## src/task_file_pkg.sv

```systemverilog
// Purpose: Shared constants and types of the task-file address decoder.
// Assumes: Offsets are the four-bit task-file offsets seen by the host.
// Notes:   Bit positions are typed int; register values are sized.

package task_file_pkg;

   typedef enum logic [2:0] {
      MODE_MEM = 3'b001,
      MODE_IO  = 3'b010,
      MODE_IDE = 3'b100
   } card_mode_t;

   localparam logic [1:0] LANE_NONE = 2'b00;
   localparam logic [1:0] LANE_LOW  = 2'b01;
   localparam logic [1:0] LANE_HIGH = 2'b10;
   localparam logic [1:0] LANE_WORD = 2'b11;

   localparam logic [3:0] OFF_DATA        = 4'h0;
   localparam logic [3:0] OFF_FAULT       = 4'h1;
   localparam logic [3:0] OFF_COUNT       = 4'h2;
   localparam logic [3:0] OFF_SECTOR      = 4'h3;
   localparam logic [3:0] OFF_CYL_LOW     = 4'h4;
   localparam logic [3:0] OFF_CYL_HIGH    = 4'h5;
   localparam logic [3:0] OFF_HEAD        = 4'h6;
   localparam logic [3:0] OFF_COMMAND     = 4'h7;
   localparam logic [3:0] OFF_EVEN        = 4'h8;
   localparam logic [3:0] OFF_ODD         = 4'h9;
   localparam logic [3:0] OFF_FAULT_ALIAS = 4'hd;
   localparam logic [3:0] OFF_SHADOW      = 4'he;
   localparam logic [3:0] OFF_UNIT        = 4'hf;

   localparam logic [2:0] MEM_DATA_BASE   = 3'b100;
   localparam logic [1:0] IDE_CTRL_ADDR   = 2'b11;
   localparam logic [2:0] IDE_CTRL_BASE   = 3'b111;

   localparam int ERR_BAD_BLOCK = 7;
   localparam int ERR_UNCORR    = 6;
   localparam int ERR_ID_MISS   = 4;
   localparam int ERR_ABORT     = 2;
   localparam int ERR_GENERAL   = 0;
   localparam int HEAD_BLOCK    = 6;
   localparam int HEAD_DRIVE    = 4;
   localparam int CTL_SOFT_RST  = 2;
   localparam int CTL_INT_OFF   = 1;

   localparam logic [7:0] HEAD_RESET   = 8'ha0;
   localparam logic [7:0] CTL_RESET    = 8'h00;
   localparam logic [7:0] UNMAPPED_RD  = 8'h00;
   localparam logic [8:0] FULL_COUNT   = 9'h100;

endpackage

```

## src/task_file_address_decoder.sv

```systemverilog
// Purpose: Task-file decode, lane steering and the task-file registers.
// Assumes: Host strobes, selects and data are synchronous to sys_clk.
// Notes:   An access acts on the first cycle its strobe is seen low.
//
// What this block does
// - I/O mode with select low maps A3..A0 onto the sixteen offsets.
// - Memory mode ignores A9..A4; with A10 high A0 picks even or odd data.
// - True IDE decodes A2..A0 as offsets 0-7, or control block at 110 and 111.
// - True IDE DMA grant with both selects high moves a data word.
// - A 16-bit data port reaches the buffer at offsets 0, 8 and 9.
// - Byte enables choose word, low byte by A0, or odd byte high.
// - Fault detail is read at 1 and D, valid when ERR is set.
// - High-lane-only read at offset 0 returns fault detail on D15-D8.
// - Writes at 1, D, or high lane at 0 load command option.
// - Bit 7 of fault detail marks bad block or interface CRC error.
// - Bits 6, 4 and 0 mark uncorrectable, missing sector, general error.
// - Bit 2 marks an aborted or invalid command.
// - Fault detail bits 5, 3 and 1 always read zero.
// - A block count of zero means 256 blocks.
// - Success leaves the count at zero; failure leaves sectors remaining.
// - Sector register is the start sector or address bits 7-0.
// - Cylinder low is cylinder low byte or address bits 15-8.
// - Cylinder high is cylinder high byte or address bits 23-16.
// - Head register bit 6 picks cylinder/head/sector or block addressing.
// - Status bit 0 is set when the last command ended in error.
// - Status read clears a pending interrupt; shadow read does not.

`timescale 1ns/10ps
`default_nettype none

module task_file_address_decoder
   import task_file_pkg::*;
(
   input  wire logic       sys_clk,
   input  wire logic       srst,
   input  wire card_mode_t card_mode,
   input  wire logic       reg_select_n,
   input  wire logic [10:0] addr,
   input  wire logic       low_byte_enable_n,
   input  wire logic       high_byte_enable_n,
   input  wire logic       io_read_strobe_n,
   input  wire logic       io_write_strobe_n,
   input  wire logic       mem_read_strobe_n,
   input  wire logic       mem_write_strobe_n,
   input  wire logic       command_block_select_n,
   input  wire logic       control_block_select_n,
   input  wire logic       dma_grant_n,
   input  wire logic [15:0] data_in,
   input  wire logic       pio_byte_mode,
   input  wire logic [15:0] buf_rd_data,
   input  wire logic [5:0] device_flags,
   input  wire logic       write_gate,
   input  wire logic       bad_block_or_crc_flag,
   input  wire logic       uncorrectable_flag,
   input  wire logic       sector_id_missing_flag,
   input  wire logic       command_aborted_flag,
   input  wire logic       general_error_flag,
   input  wire logic       command_done,
   input  wire logic       command_failed,
   input  wire logic [7:0] remaining_sectors,
   input  wire logic       interrupt_event,
   output logic [15:0]     data_out,
   output logic            data_oe_low,
   output logic            data_oe_high,
   output logic [15:0]     buf_wr_data,
   output logic            buf_wr_valid,
   output logic            buf_rd_pop,
   output logic [7:0]      command_code,
   output logic            command_valid,
   output logic [7:0]      command_option,
   output logic [8:0]      transfer_sectors,
   output logic [27:0]     start_address,
   output logic            logical_block_mode,
   output logic            unit_select,
   output logic            soft_reset,
   output logic            interrupt_request
);

   typedef struct packed {
      logic       hit;
      logic [1:0] lane;
      logic [3:0] off;
   } dec_t;

   typedef struct packed {
      logic [15:0] data_out;
      logic        oe_low;
      logic        oe_high;
      logic        rd_seen;
      logic        wr_seen;
      logic        phase;
      logic [7:0]  even_hold;
      logic [15:0] wr_data;
      logic        wr_valid;
      logic        rd_pop;
      logic [7:0]  option;
      logic [7:0]  count;
      logic [7:0]  sector;
      logic [7:0]  cyl_low;
      logic [7:0]  cyl_high;
      logic [7:0]  head;
      logic [7:0]  control;
      logic [7:0]  fault;
      logic        err_flag;
      logic        int_pending;
      logic        irq;
      logic [7:0]  command;
      logic        cmd_valid;
      logic [8:0]  sectors;
      logic [27:0] address;
      logic        soft_rst;
   } state_t;

   function automatic dec_t decode(
      input card_mode_t  m,
      input logic        rs_n,
      input logic [10:0] a,
      input logic        lo_n,
      input logic        hi_n,
      input logic        cmd_n,
      input logic        ctl_n,
      input logic        ack_n,
      input logic        byte_mode
   );
      dec_t       d;
      logic [3:0] base;
      logic       space_ok;
      d        = '{hit: 1'b0, lane: LANE_NONE, off: OFF_DATA};
      base     = a[3:0];
      space_ok = 1'b0;
      if (m == MODE_IDE) begin
         if (!ack_n && cmd_n && ctl_n) begin
            d.hit  = 1'b1;
            d.lane = LANE_WORD;
         end else if (ack_n && ctl_n && !cmd_n) begin
            d.hit  = 1'b1;
            d.off  = {1'b0, a[2:0]};
            d.lane = LANE_LOW;
            if (a[2:0] == OFF_DATA[2:0] && !byte_mode) begin
               d.lane = LANE_WORD;
            end
         end else if (ack_n && !ctl_n && cmd_n && a[2:1] == IDE_CTRL_ADDR) begin
            d.hit  = 1'b1;
            d.off  = {IDE_CTRL_BASE, a[0]};
            d.lane = LANE_LOW;
         end
      end else begin
         // Memory space wants register select high, I/O space low.
         space_ok = (m == MODE_IO && !rs_n) || (m == MODE_MEM && rs_n);
         if (m == MODE_MEM && a[10]) begin
            base = {MEM_DATA_BASE, a[0]};
         end
         case ({hi_n, lo_n})
            2'b00: begin
               d.lane = LANE_WORD;
               d.off  = {base[3:1], 1'b0};
            end
            2'b10: begin
               d.lane = LANE_LOW;
               d.off  = base;
            end
            2'b01: begin
               d.lane = LANE_HIGH;
               d.off  = {base[3:1], 1'b1};
            end
            default: begin
               d.lane = LANE_NONE;
            end
         endcase
         d.hit = space_ok && d.lane != LANE_NONE;
      end
      return d;
   endfunction

   state_t     s;
   state_t     n;
   dec_t       d;
   logic       rd_low;
   logic       wr_low;
   logic       rd_go;
   logic       wr_go;
   logic       is_data;
   logic       odd;
   logic       busy;
   logic [3:0] tgt;
   logic [7:0] rb;
   logic [7:0] wb;
   logic [7:0] pick;
   logic [7:0] status;

   always_comb begin
      n      = s;
      rd_low = (card_mode == MODE_MEM) ? !mem_read_strobe_n : !io_read_strobe_n;
      wr_low = (card_mode == MODE_MEM) ? !mem_write_strobe_n : !io_write_strobe_n;
      d      = decode(card_mode, reg_select_n, addr, low_byte_enable_n,
                      high_byte_enable_n, command_block_select_n,
                      control_block_select_n, dma_grant_n, pio_byte_mode);
      rd_go  = rd_low && !s.rd_seen && d.hit;
      wr_go  = wr_low && !s.wr_seen && d.hit;
      busy   = device_flags[5];
      status = {device_flags, 1'b0, s.err_flag};
      is_data = d.off == OFF_DATA || d.off == OFF_EVEN || d.off == OFF_ODD;
      odd    = d.off == OFF_ODD || (card_mode == MODE_IDE && s.phase);
      pick   = odd ? buf_rd_data[15:8] : buf_rd_data[7:0];
      tgt    = d.off;
      rb     = UNMAPPED_RD;
      wb     = 8'h00;
      n.rd_seen   = rd_low;
      n.wr_seen   = wr_low;
      n.rd_pop    = 1'b0;
      n.wr_valid  = 1'b0;
      n.cmd_valid = 1'b0;
      if (!rd_low) begin
         n.oe_low  = 1'b0;
         n.oe_high = 1'b0;
      end

      if (rd_go) begin
         n.oe_low   = d.lane[0];
         n.oe_high  = d.lane[1];
         n.data_out = 16'h0000;
         if (is_data) begin
            if (d.lane == LANE_WORD) begin
               n.data_out = buf_rd_data;
               n.rd_pop   = 1'b1;
            end else begin
               // The odd byte completes the word and advances the buffer.
               n.data_out = {pick, pick};
               n.rd_pop   = odd;
               n.phase    = !s.phase;
            end
         end else begin
            for (int i = 0; i < 2; i++) begin
               tgt = (d.lane == LANE_WORD) ? {d.off[3:1], 1'(i)} : d.off;
               case (tgt)
                  OFF_FAULT, OFF_FAULT_ALIAS: rb = s.fault;
                  OFF_COUNT:    rb = s.count;
                  OFF_SECTOR:   rb = s.sector;
                  OFF_CYL_LOW:  rb = s.cyl_low;
                  OFF_CYL_HIGH: rb = s.cyl_high;
                  OFF_HEAD:     rb = s.head;
                  OFF_COMMAND: begin
                     rb = status;
                     if (d.lane[i]) begin
                        n.int_pending = 1'b0;
                     end
                  end
                  OFF_SHADOW:   rb = status;
                  OFF_UNIT: begin
                     rb = {1'b0, !write_gate, ~s.head[3:0],
                           ~s.head[HEAD_DRIVE], s.head[HEAD_DRIVE]};
                  end
                  default:      rb = UNMAPPED_RD;
               endcase
               n.data_out[8*i +: 8] = rb;
            end
         end
      end

      if (wr_go) begin
         if (is_data) begin
            if (d.lane == LANE_WORD) begin
               n.wr_data  = data_in;
               n.wr_valid = 1'b1;
            end else begin
               wb = (d.lane == LANE_HIGH) ? data_in[15:8] : data_in[7:0];
               if (odd) begin
                  n.wr_data  = {wb, s.even_hold};
                  n.wr_valid = 1'b1;
               end else begin
                  n.even_hold = wb;
               end
               n.phase = !s.phase;
            end
         end else begin
            for (int i = 0; i < 2; i++) begin
               tgt = (d.lane == LANE_WORD) ? {d.off[3:1], 1'(i)} : d.off;
               wb  = data_in[8*i +: 8];
               if (d.lane == LANE_HIGH) begin
                  wb = data_in[15:8];
               end
               // Only device control may be written while the card is busy.
               if (d.lane[i] && (!busy || tgt == OFF_SHADOW)) begin
                  case (tgt)
                     OFF_FAULT, OFF_FAULT_ALIAS: n.option = wb;
                     OFF_COUNT:    n.count    = wb;
                     OFF_SECTOR:   n.sector   = wb;
                     OFF_CYL_LOW:  n.cyl_low  = wb;
                     OFF_CYL_HIGH: n.cyl_high = wb;
                     OFF_HEAD:     n.head     = wb;
                     OFF_COMMAND: begin
                        n.command     = wb;
                        n.cmd_valid   = 1'b1;
                        n.fault       = 8'h00;
                        n.err_flag    = 1'b0;
                        n.int_pending = 1'b0;
                        n.phase       = 1'b0;
                     end
                     OFF_SHADOW:   n.control  = wb;
                     default: ;
                  endcase
               end
            end
         end
      end

      // Soft reset clears command results.
      if (s.control[CTL_SOFT_RST]) begin
         n.fault       = 8'h00;
         n.err_flag    = 1'b0;
         n.int_pending = 1'b0;
         n.phase       = 1'b0;
      end

      // Card events, applied last so a set beats a same-cycle clear.
      if (bad_block_or_crc_flag) begin
         n.fault[ERR_BAD_BLOCK] = 1'b1;
      end
      if (uncorrectable_flag) begin
         n.fault[ERR_UNCORR] = 1'b1;
      end
      if (sector_id_missing_flag) begin
         n.fault[ERR_ID_MISS] = 1'b1;
      end
      if (general_error_flag) begin
         n.fault[ERR_GENERAL] = 1'b1;
      end
      if (command_aborted_flag) begin
         n.fault[ERR_ABORT] = 1'b1;
      end
      n.fault[5] = 1'b0;
      n.fault[3] = 1'b0;
      n.fault[1] = 1'b0;
      if (command_done) begin
         if (command_failed) begin
            n.count    = remaining_sectors;
            n.err_flag = 1'b1;
         end else begin
            n.count = 8'h00;
         end
      end
      if (interrupt_event) begin
         n.int_pending = 1'b1;
      end

      // Values handed to the command engine.
      n.irq      = n.int_pending && !n.control[CTL_INT_OFF];
      n.soft_rst = n.control[CTL_SOFT_RST];
      n.sectors  = (n.count == 8'h00) ? FULL_COUNT : {1'b0, n.count};
      n.address  = {n.head[3:0], n.cyl_high, n.cyl_low, n.sector};
   end

   // ---------------------------------------------------------------
   // State register
   // ---------------------------------------------------------------
   always_ff @(posedge sys_clk) begin
      if (srst) begin
         s         <= '0;
         s.head    <= HEAD_RESET;
         s.control <= CTL_RESET;
         s.sectors <= FULL_COUNT;
      end else begin
         s <= n;
      end
   end

   assign data_out           = s.data_out;
   assign data_oe_low        = s.oe_low;
   assign data_oe_high       = s.oe_high;
   assign buf_wr_data        = s.wr_data;
   assign buf_wr_valid       = s.wr_valid;
   assign buf_rd_pop         = s.rd_pop;
   assign command_code       = s.command;
   assign command_valid      = s.cmd_valid;
   assign command_option     = s.option;
   assign transfer_sectors   = s.sectors;
   assign start_address      = s.address;
   assign logical_block_mode = s.head[HEAD_BLOCK];
   assign unit_select        = s.head[HEAD_DRIVE];
   assign soft_reset         = s.soft_rst;
   assign interrupt_request  = s.irq;

endmodule

`default_nettype wire

```

## config.mk

```make
export PLATFORM = sky130hd
export DESIGN_NAME = task_file_address_decoder
export DESIGN_NICKNAME = d
export VERILOG_FILES = /design/src/task_file_pkg.sv /design/src/task_file_address_decoder.sv
export SDC_FILE = /design/constraint.sdc
export NUM_CORES = 1
export LEC_CHECK = 0
export BUFFER_PORTS_ARGS = -buffer_cell sky130_fd_sc_hd__buf_2
export CORE_ASPECT_RATIO = 0.9
export CORE_MARGIN = 2
export CORE_UTILIZATION = 50
export DETAILED_ROUTE_END_ITERATION = 8
export GPL_TIMING_DRIVEN = 1
export MAX_ROUTING_LAYER = met4
export PLACE_DENSITY = 0.77
export SLEW_MARGIN = 20
export SYNTH_ARGS = -nofsm -noshare
export SYNTH_HDL_FRONTEND = slang
export SYNTH_SLANG_ARGS = --single-unit
```

## constraint.sdc

```tcl
create_clock -name sys_clk -period 3.41 [get_ports sys_clk]
set_input_delay 0.1705 -clock sys_clk [delete_from_list [all_inputs] [get_ports sys_clk]]
set_output_delay 0.1705 -clock sys_clk [all_outputs]
set_load 0.005 [all_outputs]
```

* Yosys cells after proc, flatten, opt, wreduce, memory -nomap -nowiden
Cells that the tools add are included.
** Word-level totals
- Register bits :: 161
- Input bits :: 82
- Output and inout bits :: 94
- Logic and storage cells :: 225
** Cells by class
- Equality and inequality tests :: 36
- Mux-type cells :: 79
- Bitwise operators :: 7
- Reductions and logical operators :: 69
** Operators with widths (count)
- $mux 8 :: 19
- $mux 66 :: 2
- $pmux 8 s8 :: 2
- $mux 58 :: 2
- $mux 9 :: 6
- $mux 17 :: 2
- $eq 4x3->1 const B :: 8
- $eq 4x4->1 const B :: 8
- $mux 16 :: 2
- $mux 10 :: 3
- $mux 1 :: 27
- $mux 26 :: 1
- $mux 25 :: 1
- $mux 7 :: 3
- $logic_and 1x1->1 :: 20
- $eq 4x2->1 const B :: 4
- $logic_not 1->1 :: 15
- $ne 3x3->1 const B :: 5
- $reduce_bool 3->1 :: 5
- $pmux 4 s3 :: 1
- $reduce_and 2->1 :: 6
- $reduce_or 2->1 :: 6
- $reduce_or 3->1 :: 3
- $eq 2x2->1 const B :: 4
- other kinds (20) :: 36

* Logic depth before layout (Yosys ltp)
- Depth after elaboration :: 25
- Mapped depth :: 13

* Worst setup path after synthesis
Ideal clock, no wire load.
- Path type :: input port to flip-flop
- From :: in addr[1]
- To :: reg s, in the netlist data_out[5]
- Setup time :: 0.132 ns
- Arrival time :: 2.534 ns
- Data required time :: 3.278 ns
- Slack :: 0.743 ns
- Cell stages on the path :: 12
- Path through :: buf_6 and4b_1 o211a_1 buf_4 a22o_1 buf_6 o41a_4 nor2_8 buf_6 mux2_1 a22oi_1 a21oi_1
** On the way
- Longest elaborated chain between the ends :: 12
- Elaborated cells between the ends (all ways) :: 37
** RTL lines
- from (decl) :: RTL line task_file_address_decoder.sv:38 : input wire logic [10:0] addr,
- $eq 2x2->1 / $logic_not 3->1 (equally long branches) :: RTL line task_file_address_decoder.sv:142, task_file_address_decoder.sv:139
- $logic_and 1x1->1 (on tied branches) :: RTL line task_file_address_decoder.sv:142, task_file_address_decoder.sv:139
- $mux 7 / $mux 2 (equally long branches) :: RTL line task_file_address_decoder.sv:142, task_file_address_decoder.sv:139
- $mux 7 :: RTL line task_file_address_decoder.sv:135 : end else if (ack_n && ctl_n && !cmd_n) begin
- $mux 3 :: RTL line task_file_address_decoder.sv:132 : if (!ack_n && cmd_n && ctl_n) begin
- $mux 7 (*) :: RTL line task_file_address_decoder.sv:131 : if (m == MODE_IDE) begin
- $eq 2x2->1 :: RTL line task_file_address_decoder.sv:223, task_file_address_decoder.sv:234
- $mux 1 :: RTL line task_file_address_decoder.sv:234 : tgt = (d.lane == LANE_WORD) ? {d.off[3:1], 1'(i)} : d.off;
- $eq 4x4->1, or another cell as far along :: RTL line task_file_address_decoder.sv:235 : case (tgt)
- $reduce_or 2->1 (on tied branches)
- $pmux 8 s8 :: RTL line task_file_address_decoder.sv:235
- $mux 16 :: RTL line task_file_address_decoder.sv:222 : if (is_data) begin
- to (signal assigned) :: RTL line task_file_address_decoder.sv:363 : s <= n;
- to (decl) :: RTL line task_file_address_decoder.sv:175 : state_t s;
Every way passes the cells marked *; elsewhere a longest branch is shown, timed or not.
A chain may end at the register's enable or synchronous reset.

* Worst setup path in the final report
- From :: in card_mode[1]
- To :: reg s, in the netlist command_option[4]
** On the way
- Longest elaborated chain between the ends :: 11
- Elaborated cells between the ends (all ways) :: 42
** RTL lines
- from (decl) :: RTL line task_file_address_decoder.sv:36 : input wire card_mode_t card_mode,
- $eq 3x1->1 :: RTL line task_file_address_decoder.sv:149, task_file_address_decoder.sv:150, task_file_address_decoder.sv:194
- $logic_and 1x1->1 :: RTL line task_file_address_decoder.sv:150 : if (m == MODE_MEM && a[10]) begin
- $mux 4 :: RTL line task_file_address_decoder.sv:150
- $pmux 4 s3 :: RTL line task_file_address_decoder.sv:153 : case ({hi_n, lo_n})
- $mux 7 :: RTL line task_file_address_decoder.sv:131
- $eq 4x1->1, or another cell as far along :: RTL line task_file_address_decoder.sv:284 : case (tgt)
- $reduce_or 2->1 / $logic_or 1x1->1 (equally long branches) :: RTL line task_file_address_decoder.sv:284, task_file_address_decoder.sv:283
- $mux 8 / $logic_and 1x1->1 (equally long branches) :: RTL line task_file_address_decoder.sv:284, task_file_address_decoder.sv:283
- $mux 66 :: RTL line task_file_address_decoder.sv:283 : if (d.lane[i] && (!busy || tgt == OFF_SHADOW)) begin
- $mux 8 :: RTL line task_file_address_decoder.sv:284
- $mux 66 :: RTL line task_file_address_decoder.sv:283
Parallel ways exist; a longest one is shown, timed or not.

==> metrics.csv <==
stage;metric;value;unit
outcome;outcome;finished, final reports clean;
drt;vias;6875;
clock_network;CTS clk-pin slew, worst paths;0.06;ns
synth;sequential element share of the synthesized area;33.58;%
synth;post-synthesis cell type with the largest combined area;dfxtp_1;
global_routing;gr ovfl total;0;
floorplanning;IO Pins;176;
placement;Post-DP HPWL;16420;um
setup_path;WP data arrival;3.22;ns
power_and_ir_drop;cell area power density;453.9;nW/um2
placement;RD Place Congestion;0.9836;
synth;mean area per synthesized cell;8.667;um2
setup_path;Setup crit start kind;input pin;
global_routing;global-route wire length before repair;35270;um
global_routing;met1 GRT Util;38.32;%
clock_network;CTS max path bufs;2;
timing;Worst Clk Skew;0.008375;ns
drt;drt pass-1 iters;8;
drt;Iteration-0 DRC Markers;789;
placement;pre-CTS WS;0.2122;ns
timing;final hold vios;0;
timing;Pins Over Slew Limit;0;
floorplanning;num rows;41;
clock_network;Num Clock Sinks;123;
setup_path;Worst setup EP type;register;
timing;Tightest Pin Transition;1.004;ns
layout;# nets final;1016;
synth;FF+latch count, synth;123;
floorplanning;Initial Util;51.79;%
clock_network;clk_lat worst skew;0.42;ns
drt;vias per cell;6.031;
setup_path;CP Class;in2reg;
timing;# setup viols final;0;
clock_network;CTS Buf Count;17;
timing;Final Critical Period;2.877;ns
synth;post-synth top area share;33.58;%
layout;share of layout cells above drive strength 1;29.63;%
placement;dpl cell area;7774;um2
global_routing;largest net degree at the start of global routing;97;
global_routing;met3 Usage GRT;7.450;%
setup_path;Required @ worst endpoint;3.75;ns
synth;async set-reset flop share out of synthesis;0;%
timing;PnR worst setup slack;0.5327;ns
clock_network;CTS tree;built;
synth;Mapped Area;7332;um2
setup_path;Worst R2R End;s[74];
layout;fin cells;1140;
placement;Buffers on Ports;169;
drt;Residual DRC;0;
synth;number of flops mapped to enable cells by yosys;0;
timing;setup tns final;0;ns
setup_path;CP max FO;16;
global_routing;total global-route track usage;29.38;%
global_routing;vias in the first global route;6522;
drt;total wire length;22550;um
synth;Mapped Nets;928;
global_routing;initial antenna violation count;2;
clock_network;CTS H-tree depth;4;
power_and_ir_drop;leakage;0.003479;uW
global_routing;met2 usage;44.11;%
floorplanning;Chip Height;118.9;um
power_and_ir_drop;Peak supply drop;0.3908;mV
min_path;Hold Crit Endpoint;s[48];
floorplanning;Die X;131.6;um
setup_path;R2R depth;5;
synth;top cells by area, synth;dfxtp_1, buf_4, mux2i_1;
timing;RSZ-0062 raised after global routing;no;
timing;period utilization;84.38;%
synth;Netlist cell types;85;
min_path;hold path depth;3;
synth;Yosys warning total;0;
layout;final instance area;8407;um2
flow_run;maxcap violations;0;
floorplanning;die area;15650;um2
layout;area delta synth->final;14.66;%
setup_path;worst reg2reg setup slack;1.45;ns
floorplanning;core footprint;14160;um2
synth;count leader, synth;dfxtp_1;
min_path;min-delay src;interrupt_event;
synth;Post-Syn Instances;846;
synth;Synth Flop Type;dfxtp_1;
drt;Post-DRT Antenna Nets;0;
clock_network;Root Driver;clkbuf_16;
placement;Placed Instances;1103;
timing;Rel. slew slack;33.05;%
min_path;HP Class;in2reg;
global_routing;busiest grt layer;met2;
setup_path;RR Startpoint;s[141];
timing;maximum clock frequency;347.6;MHz
drt;WL/cell;19.78;um
synth;top post-synthesis cells by count;dfxtp_1, buf_4, nor2_1;
==> state kept, by name, indices dropped and copies added (netlist names) <==
name and count:
data_oe_low 1, data_oe_high 1, command_valid 1, buf_wr_valid 1, command_option 8, command_code 8
s 55, data_out 16, logical_block_mode 1, buf_wr_data 16, interrupt_request 1, buf_rd_pop 1
transfer_sectors 9, unit_select 1, start_address 3
==> through the flow <==
step	power [uW]	hold slack (ns)	util (%)
6_report	3816	0.02015	59.38
2_1_floorplan	1869	0.2879	-
4_1_cts	3814	0.001957	59.34
5_1_grt	3935	0.009734	59.38
3_5_place_dp	2047	0.3977	54.90
3_3_place_gp	2042	0.3921	54.90
==> layout make-up <==
class | instances | area [um2]
multi-input cells | 577 | 3923
clock buffers | 23 | 488.0
fillers | 1228 | 5752
clock inverters | 7 | 90.09
inverters | 5 | 18.77
repair buffers | 210 | 1179
well taps | 193 | 241.5
flip-flops and latches | 123 | 2462
diodes | 2 | 5.005
==> layout by cell type (no fill, tap or decap), drive strengths merged, types with 7 or more instances in the layout <==
cell type / count
a211oi: 28
a21oi: 62
a221oi: 24
a22o: 7
a22oi: 21
and2: 16
and3: 11
buf: 205
clkbuf: 23
dfxtp: 123
mux2: 24
mux2i: 39
nand2: 54
nand3: 14
nor2: 92
nor3: 26
nor4: 7
o211ai: 15
o21ai: 34
o22ai: 12
==> per-layer routing <==
layer / vias up / wire length (um) / part of all wire, %
li1: 3247 / - / -
met1: 3234 / 9712 / 43
met2: 334 / 10160 / 45
met3: 60 / 2036 / 9.0
met4: 0 / 639 / 2.8
met5: - / 0 / 0
==> logic make-up after synthesis <==
logic type	synth area share [%]
simple gates	17.46
xor+xnor	0.5803
buf+inv	12.92
flops	33.58
mux	9.010
compound gates	26.45
==> timing repair <==
item                                    in CTS  in global routing
resized for setup                            0                  0
endpoints found under the setup margin       0                  0
hold buffers                                 5                  0
endpoints found under the hold margin        5                  0
setup buffers                                0                  0
==> worst max path at each step <==
| stage | slack, ns | to | from | depth (start not counted) |
|---|---|---|---|---|
| floorplan | 0.74 | data_out[5] | addr[1] | 12 |
| global placement | 0.29 | command_option[2] | card_mode[1] | 9 |
| detailed placement | 0.21 | s[76] | card_mode[1] | 8 |
| CTS | 0.61 | command_option[7] | card_mode[1] | 9 |
| global route | 0.30 | logical_block_mode | card_mode[1] | 9 |
| finish | 0.53 | command_option[4] | card_mode[1] | 9 |
==> critical path, stage by stage <==
cell	delay, ns
buf_2	0.13
nor3b_4	0.38
o211a_1	0.40
a21o_1	0.64
nand2_1	0.39
nor3_1	0.41
o21a_1	0.36
o211ai_1	0.15
a21oi_1	0.17
==> where the power goes <==
part | internal, uW | switching, uW | leakage (uW)
Combinational | 205 | 345 | 0.00220
Clock | 1140 | 639 | 0.000281
Sequential | 1470 | 20.7 | 0.000997
Power figures use the tool's default switching activity.
